`config.mk`:
```
export PLATFORM = sky130hd
export DESIGN_NAME = icc_top
export DESIGN_NICKNAME = d
export VERILOG_FILES = /design/src/include/icc_pkg.sv /design/src/hw/icc_seq_mem.sv /design/src/hw/icc_short_det.sv /design/src/hw/icc_top.sv
export SDC_FILE = /design/constraint.sdc
export NUM_CORES = 1
export LEC_CHECK = 0
export ABC_CLOCK_PERIOD_IN_PS = 4100
export BUFFER_PORTS_ARGS = -buffer_cell sky130_fd_sc_hd__clkbuf_2
export CORE_AREA = 2 2 186 279
export CTS_CLUSTER_DIAMETER = 30
export CTS_CLUSTER_SIZE = 24
export DETAILED_ROUTE_END_ITERATION = 8
export DIE_AREA = 0 0 188 281
export PLACE_DENSITY = 0.76
export SLEW_MARGIN = 20
export SYNTH_ARGS = -nofsm -noshare
export SYNTH_HDL_FRONTEND = slang
export SYNTH_SLANG_ARGS = --single-unit
export TNS_END_PERCENT = 1
```
`constraint.sdc`:
```
create_clock -name core_clk -period 4.1 [get_ports core_clk]
set_clock_uncertainty 0.2 [all_clocks]
set_input_delay 0 -clock core_clk [delete_from_list [all_inputs] [get_ports core_clk]]
set_output_delay 0 -clock core_clk [all_outputs]
set_load 0.02 [all_outputs]
```
`src/include/icc_pkg.sv`:
```
// Package of constants and types for the injector command block
package icc_pkg;
  localparam int unsigned NUM_CH           = 4;
  localparam int unsigned CLK_HZ           = 40_000_000;
  localparam int unsigned MS_CYCLES        = CLK_HZ / 1000;
  localparam int unsigned TIME_W           = 16;
  localparam int unsigned COUNT_W          = 16;
  localparam int unsigned RATE_W           = 12;
  localparam int unsigned SEQ_DEPTH        = 8;
  localparam int unsigned SEQ_AW           = 3;
  localparam int unsigned ANGLE_W          = 12;
  localparam logic [3:0]  ALL_CH_OFF       = 4'h0;
  localparam logic [2:0]  SEL_DISABLED     = 3'h0;
  // Register offsets
  localparam logic [7:0] REG_CONTROL       = 8'h00;
  localparam logic [7:0] REG_STATUS        = 8'h04;
  localparam logic [7:0] REG_IRQ_STATUS    = 8'h08;
  localparam logic [7:0] REG_IRQ_MASK      = 8'h0C;
  localparam logic [7:0] REG_CH_ENABLE     = 8'h10;
  localparam logic [7:0] REG_SP_CTRL       = 8'h14;
  localparam logic [7:0] REG_CAL_COUNT     = 8'h18;
  localparam logic [7:0] REG_CAL_WIDTH     = 8'h1C;
  localparam logic [7:0] REG_CAL_PERIOD    = 8'h20;
  localparam logic [7:0] REG_SHORT_LIMIT   = 8'h24;
  localparam logic [7:0] REG_CRANK_REF     = 8'h28;
  localparam logic [7:0] REG_SEQ_CTRL      = 8'h2C;
  localparam logic [7:0] REG_SEQ_DATA      = 8'h30;
  // Control and single-pulse register field positions
  localparam int unsigned CTL_ENABLE_BIT   = 0;
  localparam int unsigned CTL_MODE_LSB     = 1;
  localparam int unsigned CTL_EDGE_BIT     = 3;
  localparam int unsigned CTL_OPEN_SUP_BIT = 4;
  localparam int unsigned CTL_CLEAR_BIT    = 5;
  localparam int unsigned CTL_INV_LSB      = 8;
  localparam int unsigned SP_TRIG_BIT      = 31;
  localparam int unsigned SP_SEL_LSB       = 16;
  // Interrupt status bits
  localparam int unsigned IRQ_SHORT_BIT    = 0;
  localparam int unsigned IRQ_OPEN_BIT     = 1;
  localparam int unsigned IRQ_SEQ_BIT      = 2;
  localparam int unsigned IRQ_W            = 3;
  // Reset values
  localparam logic [31:0] CONTROL_RST      = 32'h0000_0000;
  localparam logic [15:0] SP_TIME_RST      = 16'h0001;

  typedef enum logic [1:0] {
    ICC_MODE_DIRECT = 2'b00,
    ICC_MODE_CAL    = 2'b01,
    ICC_MODE_TRAIN  = 2'b10,
    ICC_MODE_ANGLE  = 2'b11
  } icc_mode_t;

  typedef enum logic [1:0] {
    ICC_SEQ_IDLE  = 2'b00,
    ICC_SEQ_WAIT  = 2'b01,
    ICC_SEQ_PULSE = 2'b11,
    ICC_SEQ_GAP   = 2'b10
  } icc_seq_t;
endpackage

```
`src/hw/icc_seq_mem.sv`:
```
// Small pulse-sequence memory with registered read data
`timescale 1ns/10ps
module icc_seq_mem (
  input  wire logic                      core_clk,
  input  wire logic                      wr_en,
  input  wire logic [icc_pkg::SEQ_AW-1:0] wr_addr,
  input  wire logic [31:0]               wr_data,
  input  wire logic [icc_pkg::SEQ_AW-1:0] rd_addr,
  output logic      [31:0]               rd_data
);
  logic [31:0] mem [icc_pkg::SEQ_DEPTH];

  // Write port
  always_ff @(posedge core_clk) begin
    if (wr_en) begin
      mem[wr_addr] <= wr_data;
    end
  end

  // Registered read
  always_ff @(posedge core_clk) begin
    rd_data <= mem[rd_addr];
  end
endmodule

```
`src/hw/icc_short_det.sv`:
```
// Per-channel short detector from current rise rate, with latched flag
`timescale 1ns/10ps
module icc_short_det (
  input  wire logic                       core_clk,
  input  wire logic                       rst_n,
  input  wire logic                       sample_en,
  input  wire logic [icc_pkg::RATE_W-1:0] current,
  input  wire logic [icc_pkg::RATE_W-1:0] rate_limit,
  input  wire logic                       clear,
  output logic                            short_flag
);
  logic [icc_pkg::RATE_W-1:0] prev_current;
  logic [icc_pkg::RATE_W-1:0] rise;
  logic                       trip;

  // Rise over one sample interval, zero when falling
  always_comb begin
    rise = (current > prev_current) ? current - prev_current : '0;
    trip = sample_en && (rise > rate_limit);
  end

  // Previous sample
  always_ff @(posedge core_clk) begin
    if (!rst_n) begin
      prev_current <= '0;
    end else if (sample_en) begin
      prev_current <= current;
    end
  end

  // Latched flag; a trip wins over the clear
  always_ff @(posedge core_clk) begin
    if (!rst_n) begin
      short_flag <= 1'b0;
    end else if (trip) begin
      short_flag <= 1'b1;
    end else if (clear) begin
      short_flag <= 1'b0;
    end
  end
endmodule

```
`src/hw/icc_top.sv`:
```
// Injector channel command source, single pulse and fault control
// How it works
// Present flag only with enable on, module inserted and externally powered.
// Controller talks to the module only once enabled, inserted and powered.
// One command-source mode drives all four injector channels, never lowside.
// Direct mode: each channel follows its input for exactly as long.
// Direct mode: per-input inversion chooses which level switches on.
// Calibration: configured count of pulses, configured width, configured period.
// Calibration delivers nothing when more than one channel is enabled.
// Triggered mode: sequence starts on selected rising or falling trigger edge.
// Angle mode: each pulse starts when crank angle meets reference-relative angle.
// Single-pulse trigger gives one pulse of programmed milliseconds to chosen channel.
// Single-pulse trigger clears itself so one activation gives one pulse.
// Channel select value zero disables single pulses entirely.
// Fault-clear strobe clears every latched short flag together.
// Short flagged per channel when current rise rate exceeds its limit.
// A short shuts down only its own channel.
// Open-fault suppression keeps open indicators from being raised.
// Open faults never stop pulses; indicator updates at each pulse end.
// Shut-down channel stays off with flag set until fault clear.
`timescale 1ns/10ps
module icc_top (
  input  wire logic        core_clk,
  input  wire logic        rst_n,
  input  wire logic [7:0]  reg_addr,
  input  wire logic [31:0] reg_wdata,
  input  wire logic        reg_wr,
  input  wire logic        reg_rd,
  output logic      [31:0] reg_rdata,
  input  wire logic        slot_occupied,
  input  wire logic        ext_power_ok,
  input  wire logic [3:0]  direct_in,
  input  wire logic        train_trigger_in,
  input  wire logic        crank_event_in,
  input  wire logic [11:0] crank_angle,
  input  wire logic        current_valid,
  input  wire logic [47:0] channel_current,
  input  wire logic [3:0]  reached_open_level,
  output logic      [3:0]  injector_cmd,
  output logic      [3:0]  short_circuit_flags,
  output logic      [3:0]  open_fault_flags,
  output logic             module_present_flag,
  output logic             module_link_en,
  output logic             irq
);
  logic [31:0] control;
  logic [3:0]  chan_enable;
  logic [15:0] single_pulse_duration;
  logic [2:0]  single_pulse_channel_select;
  logic        single_pulse_trigger;
  logic [15:0] cal_count;
  logic [15:0] cal_width;
  logic [15:0] cal_period;
  logic [11:0] short_limit;
  logic [11:0] crank_reference_angle;
  logic [2:0]  seq_len;
  logic [2:0]  seq_waddr;
  logic [2:0]  irq_status;
  logic [2:0]  irq_mask;
  logic        critical_fault_clear;
  logic        module_enable_control;
  logic        open_fault_suppress;
  logic        edge_falling;
  logic [3:0]  invert;
  logic [1:0]  command_source_mode;
  // Synchronisers for pins
  logic [3:0]  din_s1, din_s2;
  logic        trg_s1, trg_s2, trg_d;
  logic        crk_s1, crk_s2, crk_d;
  logic        slot_s1, slot_s2, pwr_s1, pwr_s2;
  logic        present;
  // Timing
  logic [15:0] ms_div;
  logic        ms_tick;
  logic [15:0] cal_left, cal_time;
  logic        cal_on;
  logic        one_hot;
  logic [15:0] sp_left;
  logic [3:0]  sp_mask;
  icc_pkg::icc_seq_t seq_state;
  logic [2:0]  seq_idx;
  logic [31:0] seq_word;
  logic [15:0] seq_time;
  logic        seq_on;
  logic        trig_edge, crank_edge;
  logic        seq_done;
  logic [3:0]  src_cmd, next_cmd;
  logic [3:0]  shorts;
  logic [11:0] angle_target;
  logic        seq_wr;

  assign module_enable_control = control[icc_pkg::CTL_ENABLE_BIT];
  assign command_source_mode   = control[icc_pkg::CTL_MODE_LSB +: 2];
  assign edge_falling          = control[icc_pkg::CTL_EDGE_BIT];
  assign open_fault_suppress   = control[icc_pkg::CTL_OPEN_SUP_BIT];
  assign invert                = control[icc_pkg::CTL_INV_LSB +: 4];
  assign seq_wr = reg_wr && (reg_addr == icc_pkg::REG_SEQ_DATA);

  // Pin synchronisers, two stages each
  always_ff @(posedge core_clk) begin
    if (!rst_n) begin
      {din_s1, din_s2} <= 8'h00;
      {trg_s1, trg_s2, trg_d, crk_s1, crk_s2, crk_d} <= 6'h00;
      {slot_s1, slot_s2, pwr_s1, pwr_s2} <= 4'h0;
    end else begin
      din_s1  <= direct_in;
      din_s2  <= din_s1;
      trg_s1  <= train_trigger_in;
      trg_s2  <= trg_s1;
      trg_d   <= trg_s2;
      crk_s1  <= crank_event_in;
      crk_s2  <= crk_s1;
      crk_d   <= crk_s2;
      slot_s1 <= slot_occupied;
      slot_s2 <= slot_s1;
      pwr_s1  <= ext_power_ok;
      pwr_s2  <= pwr_s1;
    end
  end

  assign present    = module_enable_control && slot_s2 && pwr_s2;
  assign trig_edge  = edge_falling ? (trg_d && !trg_s2) : (!trg_d && trg_s2);
  assign crank_edge = !crk_d && crk_s2;

  // Register writes; strobe bits are self-clearing
  always_ff @(posedge core_clk) begin
    if (!rst_n) begin
      control <= icc_pkg::CONTROL_RST;
      chan_enable <= icc_pkg::ALL_CH_OFF;
      single_pulse_duration <= icc_pkg::SP_TIME_RST;
      single_pulse_channel_select <= icc_pkg::SEL_DISABLED;
      single_pulse_trigger <= 1'b0;
      critical_fault_clear <= 1'b0;
      cal_count <= '0;
      cal_width <= '0;
      cal_period <= '0;
      short_limit <= '1;
      crank_reference_angle <= '0;
      seq_len <= '0;
      seq_waddr <= '0;
      irq_mask <= '0;
    end else begin
      single_pulse_trigger <= 1'b0;
      critical_fault_clear <= 1'b0;
      if (seq_wr) begin
        seq_waddr <= seq_waddr + 3'd1;
      end
      if (reg_wr) begin
        case (reg_addr)
          icc_pkg::REG_CONTROL: begin
            control <= reg_wdata & 32'h0000_0F1F;
            critical_fault_clear <= reg_wdata[icc_pkg::CTL_CLEAR_BIT];
          end
          icc_pkg::REG_IRQ_MASK:    irq_mask <= reg_wdata[2:0];
          icc_pkg::REG_CH_ENABLE:   chan_enable <= reg_wdata[3:0];
          icc_pkg::REG_SP_CTRL: begin
            single_pulse_duration <= reg_wdata[15:0];
            single_pulse_channel_select <= reg_wdata[icc_pkg::SP_SEL_LSB +: 3];
            single_pulse_trigger <= reg_wdata[icc_pkg::SP_TRIG_BIT];
          end
          icc_pkg::REG_CAL_COUNT:   cal_count <= reg_wdata[15:0];
          icc_pkg::REG_CAL_WIDTH:   cal_width <= reg_wdata[15:0];
          icc_pkg::REG_CAL_PERIOD:  cal_period <= reg_wdata[15:0];
          icc_pkg::REG_SHORT_LIMIT: short_limit <= reg_wdata[11:0];
          icc_pkg::REG_CRANK_REF:   crank_reference_angle <= reg_wdata[11:0];
          icc_pkg::REG_SEQ_CTRL: begin
            seq_len <= reg_wdata[2:0];
            seq_waddr <= reg_wdata[10:8];
          end
          default: ;
        endcase
      end
    end
  end

  // Millisecond enable pulse
  always_ff @(posedge core_clk) begin
    if (!rst_n) begin
      ms_div <= '0;
    end else if (ms_div == 16'(icc_pkg::MS_CYCLES - 1)) begin
      ms_div <= '0;
    end else begin
      ms_div <= ms_div + 16'd1;
    end
  end
  assign ms_tick = (ms_div == 16'(icc_pkg::MS_CYCLES - 1));

  // Calibration burst: count, width and period in milliseconds
  assign one_hot = (chan_enable != 4'h0) && ((chan_enable & (chan_enable - 4'd1)) == 4'h0);
  always_ff @(posedge core_clk) begin
    if (!rst_n || command_source_mode != icc_pkg::ICC_MODE_CAL || !present) begin
      cal_left <= '0;
      cal_time <= '0;
      cal_on <= 1'b0;
    end else if (cal_left == 16'h0 && cal_time == 16'h0 && !cal_on) begin
      cal_left <= cal_count; // Arm on entering the mode
      cal_time <= 16'hFFFF;
    end else if (ms_tick && cal_left != 16'h0) begin
      if (cal_time >= cal_period - 16'd1 || cal_time == 16'hFFFF) begin
        cal_time <= '0;
        cal_on <= (cal_width != 16'h0);
      end else begin
        cal_time <= cal_time + 16'd1;
        if (cal_time + 16'd1 >= cal_width && cal_on) begin
          cal_on <= 1'b0;
          cal_left <= cal_left - 16'd1;
        end
      end
    end
  end

  // Pulse sequence for triggered and angle modes
  icc_seq_mem u_mem (
    .core_clk (core_clk),
    .wr_en    (seq_wr),
    .wr_addr  (seq_waddr),
    .wr_data  (reg_wdata),
    .rd_addr  (seq_idx),
    .rd_data  (seq_word)
  );
  // Word: [31:20] angle offset, [15:0] width in ms
  assign angle_target = crank_reference_angle + seq_word[31:20];
  always_ff @(posedge core_clk) begin
    if (!rst_n || !present || command_source_mode[1] == 1'b0) begin
      seq_state <= icc_pkg::ICC_SEQ_IDLE;
      seq_idx <= '0;
      seq_time <= '0;
      seq_done <= 1'b0;
    end else begin
      seq_done <= 1'b0;
      case (seq_state)
        icc_pkg::ICC_SEQ_IDLE: begin
          seq_idx <= '0;
          if (command_source_mode == icc_pkg::ICC_MODE_ANGLE || trig_edge) begin
            seq_state <= icc_pkg::ICC_SEQ_WAIT;
          end
        end
        icc_pkg::ICC_SEQ_WAIT: begin
          seq_time <= '0;
          if (command_source_mode == icc_pkg::ICC_MODE_TRAIN ||
              (crank_edge && crank_angle == angle_target)) begin
            seq_state <= icc_pkg::ICC_SEQ_PULSE;
          end
        end
        icc_pkg::ICC_SEQ_PULSE: begin
          if (ms_tick) begin
            seq_time <= seq_time + 16'd1;
          end
          if (seq_time >= seq_word[15:0]) begin
            seq_state <= icc_pkg::ICC_SEQ_GAP;
          end
        end
        icc_pkg::ICC_SEQ_GAP: begin
          if (seq_idx >= seq_len) begin
            seq_state <= icc_pkg::ICC_SEQ_IDLE;
            seq_done <= 1'b1;
          end else begin
            seq_idx <= seq_idx + 3'd1;
            seq_state <= icc_pkg::ICC_SEQ_WAIT;
          end
        end
        default: seq_state <= icc_pkg::ICC_SEQ_IDLE;
      endcase
    end
  end
  assign seq_on = (seq_state == icc_pkg::ICC_SEQ_PULSE);

  // Single pulse: ms countdown on the selected channel
  always_ff @(posedge core_clk) begin
    if (!rst_n || !present) begin
      sp_left <= '0;
      sp_mask <= '0;
    end else if (single_pulse_trigger && single_pulse_channel_select != icc_pkg::SEL_DISABLED &&
                 single_pulse_channel_select <= 3'd4) begin
      sp_left <= single_pulse_duration;
      sp_mask <= 4'(4'h1 << (single_pulse_channel_select - 3'd1));
    end else if (ms_tick && sp_left != 16'h0) begin
      sp_left <= sp_left - 16'd1;
      if (sp_left == 16'd1) begin
        sp_mask <= '0;
      end
    end
  end

  // Mode source selection, one mode for all channels
  always_comb begin
    case (icc_pkg::icc_mode_t'(command_source_mode))
      icc_pkg::ICC_MODE_DIRECT: src_cmd = din_s2 ^ invert;
      icc_pkg::ICC_MODE_CAL:    src_cmd = (one_hot && cal_on) ? chan_enable : 4'h0;
      icc_pkg::ICC_MODE_TRAIN:  src_cmd = seq_on ? 4'hF : 4'h0;
      icc_pkg::ICC_MODE_ANGLE:  src_cmd = seq_on ? 4'hF : 4'h0;
      default:                  src_cmd = 4'h0;
    endcase
    next_cmd = present ? (((src_cmd & chan_enable) | sp_mask) & ~shorts) : 4'h0;
  end

  // Short detectors, one per channel
  genvar g;
  generate
    for (g = 0; g < icc_pkg::NUM_CH; g++) begin : g_short
      icc_short_det u_det (
        .core_clk   (core_clk),
        .rst_n      (rst_n),
        .sample_en  (current_valid && injector_cmd[g]),
        .current    (channel_current[g*12 +: 12]),
        .rate_limit (short_limit),
        .clear      (critical_fault_clear),
        .short_flag (shorts[g])
      );
    end
  endgenerate

  // Registered outputs and open indicators at each pulse end
  always_ff @(posedge core_clk) begin
    if (!rst_n) begin
      injector_cmd <= '0;
      short_circuit_flags <= '0;
      open_fault_flags <= '0;
      module_present_flag <= 1'b0;
      module_link_en <= 1'b0;
    end else begin
      injector_cmd <= next_cmd;
      short_circuit_flags <= shorts;
      module_present_flag <= present;
      module_link_en <= present;
      for (int i = 0; i < 4; i++) begin
        if (open_fault_suppress) begin
          open_fault_flags[i] <= 1'b0;
        end else if (injector_cmd[i] && !next_cmd[i]) begin
          open_fault_flags[i] <= !reached_open_level[i];
        end
      end
    end
  end

  // Sticky events; set wins over read clear
  always_ff @(posedge core_clk) begin
    if (!rst_n) begin
      irq_status <= '0;
      irq <= 1'b0;
    end else begin
      irq_status <= ((reg_rd && reg_addr == icc_pkg::REG_IRQ_STATUS) ? 3'h0 : irq_status)
                  | {seq_done, |(injector_cmd & ~next_cmd & ~reached_open_level) &
                     !open_fault_suppress, |(shorts & ~short_circuit_flags)};
      irq <= |(irq_status & irq_mask);
    end
  end

  // Read port, data one cycle after strobe
  always_ff @(posedge core_clk) begin
    if (!rst_n) begin
      reg_rdata <= '0;
    end else if (reg_rd) begin
      case (reg_addr)
        icc_pkg::REG_CONTROL:     reg_rdata <= control;
        icc_pkg::REG_STATUS:      reg_rdata <= {16'h0, open_fault_flags, shorts,
                                                injector_cmd, 3'h0, present};
        icc_pkg::REG_IRQ_STATUS:  reg_rdata <= {29'h0, irq_status};
        icc_pkg::REG_IRQ_MASK:    reg_rdata <= {29'h0, irq_mask};
        icc_pkg::REG_CH_ENABLE:   reg_rdata <= {28'h0, chan_enable};
        icc_pkg::REG_SP_CTRL:     reg_rdata <= {13'h0, single_pulse_channel_select,
                                                single_pulse_duration};
        icc_pkg::REG_CAL_COUNT:   reg_rdata <= {16'h0, cal_count};
        icc_pkg::REG_CAL_WIDTH:   reg_rdata <= {16'h0, cal_width};
        icc_pkg::REG_CAL_PERIOD:  reg_rdata <= {16'h0, cal_period};
        icc_pkg::REG_SHORT_LIMIT: reg_rdata <= {20'h0, short_limit};
        icc_pkg::REG_CRANK_REF:   reg_rdata <= {20'h0, crank_reference_angle};
        icc_pkg::REG_SEQ_CTRL:    reg_rdata <= {21'h0, seq_waddr, 5'h0, seq_len};
        default:                  reg_rdata <= 32'h0000_0000;
      endcase
    end else begin
      reg_rdata <= '0;
    end
  end
endmodule

```
==> metrics.csv <==
metric;value;unit
cts-htree-levels;3;
ys_seq_area_share;49.2;%
fillerInstances;3562;
start_util;54.6;%
cts_buffer_depth;3;
synth_top_area_share;24.7;%
place_area;0.0290;mm^2
port-buffer-count;149;
synth-main-ff-cell;dfxtp_1;
instances_no_fill;3896;
cts_tree;yes;
multi_input_area;0.0130;mm^2
fmax;253;MHz
timing.max_cap.violations;0;
register_area;0.0135;mm^2
pin_count;164;
dr.first_iter.drc_count;2054;
finalWeightedCongestion;0.986;
route.detailed.drc;0;
grt_max_degree;80;
ys_async_sr_fraction;0;%
synthCells;2737;
antenna_found_initial;0;
yosysUniqueCellTypes;78;
drive_gt1_share;14.6;%
clk_latency;0.65;ns
hold_path.class;input port to flop;
synthTopCellsByArea;dfxtp_1, edfxtp_1, ha_1;
fin_nets;3450;
finalCritPeriodShare;96.6;%
rsz0062_at_grt;true;
fin_ws;0.140;ns
setup_viol;0;
whs_path_depth;2;
final_hold_viol_count;0;
path_class;flop to flop;
grt_pass1_wl;134000;um
required;4.41;ns
path_clk_slew;0.07;ns
final_common_cell;nand2_1;
start_kind;flop;
grt_use_total;33.0;%
worst-r2r-cell-count;20;
hpwl;56500;um
post-route-cell-area;0.0345;mm^2
n_antenna_cell;0;
outcome;completed;
layout_common_cells;nand2_1, dfxtp_1, dlygate4sd3_1;
syn_area;0.0275;mm^2
cp_max_fo;11;
wire_per_inst;22.6;um
synth-edff-count;224;
routed_via_density;6.09;
syn_to_final_growth;25.4;%
dieHeight;281;um
syn_avg_cell_area;10.1;um^2
die_area;0.0528;mm^2
rows;101;
ant_nets;0;
fin_crit;3.96;ns
cts.sinks;564;
cellLeakagePower;13.0;nW
worstSetupEndpointType;flop;
core_area;0.0504;mm^2
dp.cells;3487;
first_pass_iters;5;
cts_buffers;82;
grt_pass1_vias;24330;
num_vias;23729;
place_ws;0.127;ns
crit_arrival;4.27;ns
synth_seq_cells;564;
totalWireLength;88000;um
tightest_slew;0.949;ns
cts_root_buffer;clkbuf_16;
max-slew-margin-rel;35.9;%
grt_overflow_total;0;
synth_top_area_cell;dfxtp_1;
power.density;403;mW/mm^2
ys_warn_count;0;
dieWidth;188;um
maxSlewViolCount;0;
vdd_drop_max;0.000387;V
kinds of logic after synthesis:
| group | count (synthesis) | share of synthesized area, % |
|---|---|---|
| buffers and inverters | 274 | 4.03 |
| multiplexers | 90 | 5.95 |
| AO/OA/AOI/OAI | 574 | 12.9 |
| XOR/XNOR | 130 | 4.14 |
| adder cells (fa/ha/maj) | 175 | 8.09 |
| flip-flops | 564 | 49.2 |
| AND/OR/NAND/NOR | 929 | 15.7 |
| other | 1 | 0.0136 |
synthesized netlist by cell type (all sizes together), types with 23 or more instances:
cell type	number
ha	170
a21oi	252
xnor2	74
buf	32
clkbuf	96
nor2	181
mux4	56
dfxtp	340
a31oi	34
a21o	39
o21ai	78
inv	146
xor2	56
and2	37
nor3	45
a22oi	37
edfxtp	224
nand3	56
nand4	43
nand2	409
nor4	26
nand2b	23
mux2	29
and3	24
stage by stage:
step / hold slack [ns] / power [mW] / utilization, % / TNS [ns]
floorplan: -0.104 / 6.28 / - / 0
global placement: 0.00564 / 6.47 / 57.5 / 0
detailed placement: 0.00925 / 6.49 / 57.5 / 0
CTS: 0.00873 / 13.9 / 68.3 / 0
global route: 0.0320 / 14.2 / 68.4 / -0.0845
finish: 0.00575 / 13.9 / 68.4 / 0
area by class of cell:
cell class,count,area share [%]
Sequential cell,564,39.2
Clock buffer,89,6.20
Timing Repair Buffer,453,10.6
Tap cell,669,2.43
Multi-Input combinational cell,1911,37.6
Inverter,146,1.60
Clock inverter,64,2.31
flip-flops by register name, indices dropped and copies added, names as in the netlist, 9 cells and up:
register                    count
cal_count                      16
cal_left                       16
cal_period                     16
cal_time                       16
cal_width                      16
control                         9
crank_reference_angle          12
g_short.u_det.prev_current     48
ms_div                         16
reg_rdata                      19
seq_time                       16
short_limit                    12
single_pulse_duration          16
sp_left                        16
u_mem.mem                     224
u_mem.rd_data                  28
routing by layer:
layer | wire length [um] | vias to the layer above | part of all wire [%] | GRT usage (%)
met5 | 0 | - | 0 | 0
met4 | 7770 | 0 | 8.8 | 27.0
met2 | 42800 | 1246 | 49 | 57.1
met3 | 6470 | 408 | 7.4 | 5.52
met1 | 31000 | 11380 | 35 | 35.6
li1 | - | 10695 | - | -
worst paths after layout:
check | start | end | slack [ns]
worst max-delay path | g_short[3].u_det.prev_current[0]$_SDFFE_PN0P_ | g_short[3].u_det.short_flag$_SDFFE_PN0P_ | 0.14
worst min-delay path | reg_wdata[25] | u_mem.mem[3][25]$_DFFE_PP_ | 0.006
worst max register to register | g_short[3].u_det.prev_current[0]$_SDFFE_PN0P_ | g_short[3].u_det.short_flag$_SDFFE_PN0P_ | 0.14
worst min register to register | crk_s1$_SDFF_PN0_ | crk_s2$_SDFF_PN0_ | 0.23
report_power, final:
| part | internal (mW) | leakage (nW) | switching (mW) |
|---|---|---|---|
| Combinational | 0.305 | 6.83 | 0.402 |
| Clock | 4.27 | 1.42 | 3.08 |
| Sequential | 5.83 | 4.77 | 0.00807 |
worst max-delay path: stages (launching register included):
cell and delay (ns):
dfxtp_1 0.34, ha_1 0.17, inv_1 0.06, fa_1 0.40, a21o_1 0.19, a21oi_2 0.18, o21ai_0 0.11, nand3b_1 0.13
a21o_1 0.18, o21a_1 0.16, or2_4 0.19, nor2_1 0.07, ha_1 0.29, a21o_1 0.16, a21o_1 0.18, a21oi_1 0.19
nor2_1 0.10, a21oi_1 0.15, a21oi_1 0.10, a211oi_2 0.19, o32ai_1 0.10
timing repair:
item,4_1_cts,5_1_grt
gates resized for setup,0,18
setup buffers,0,3
setup endpoints to repair,0,9
hold endpoints to repair,426,0
hold buffers,252,0
Power figures use the tool's default switching activity.
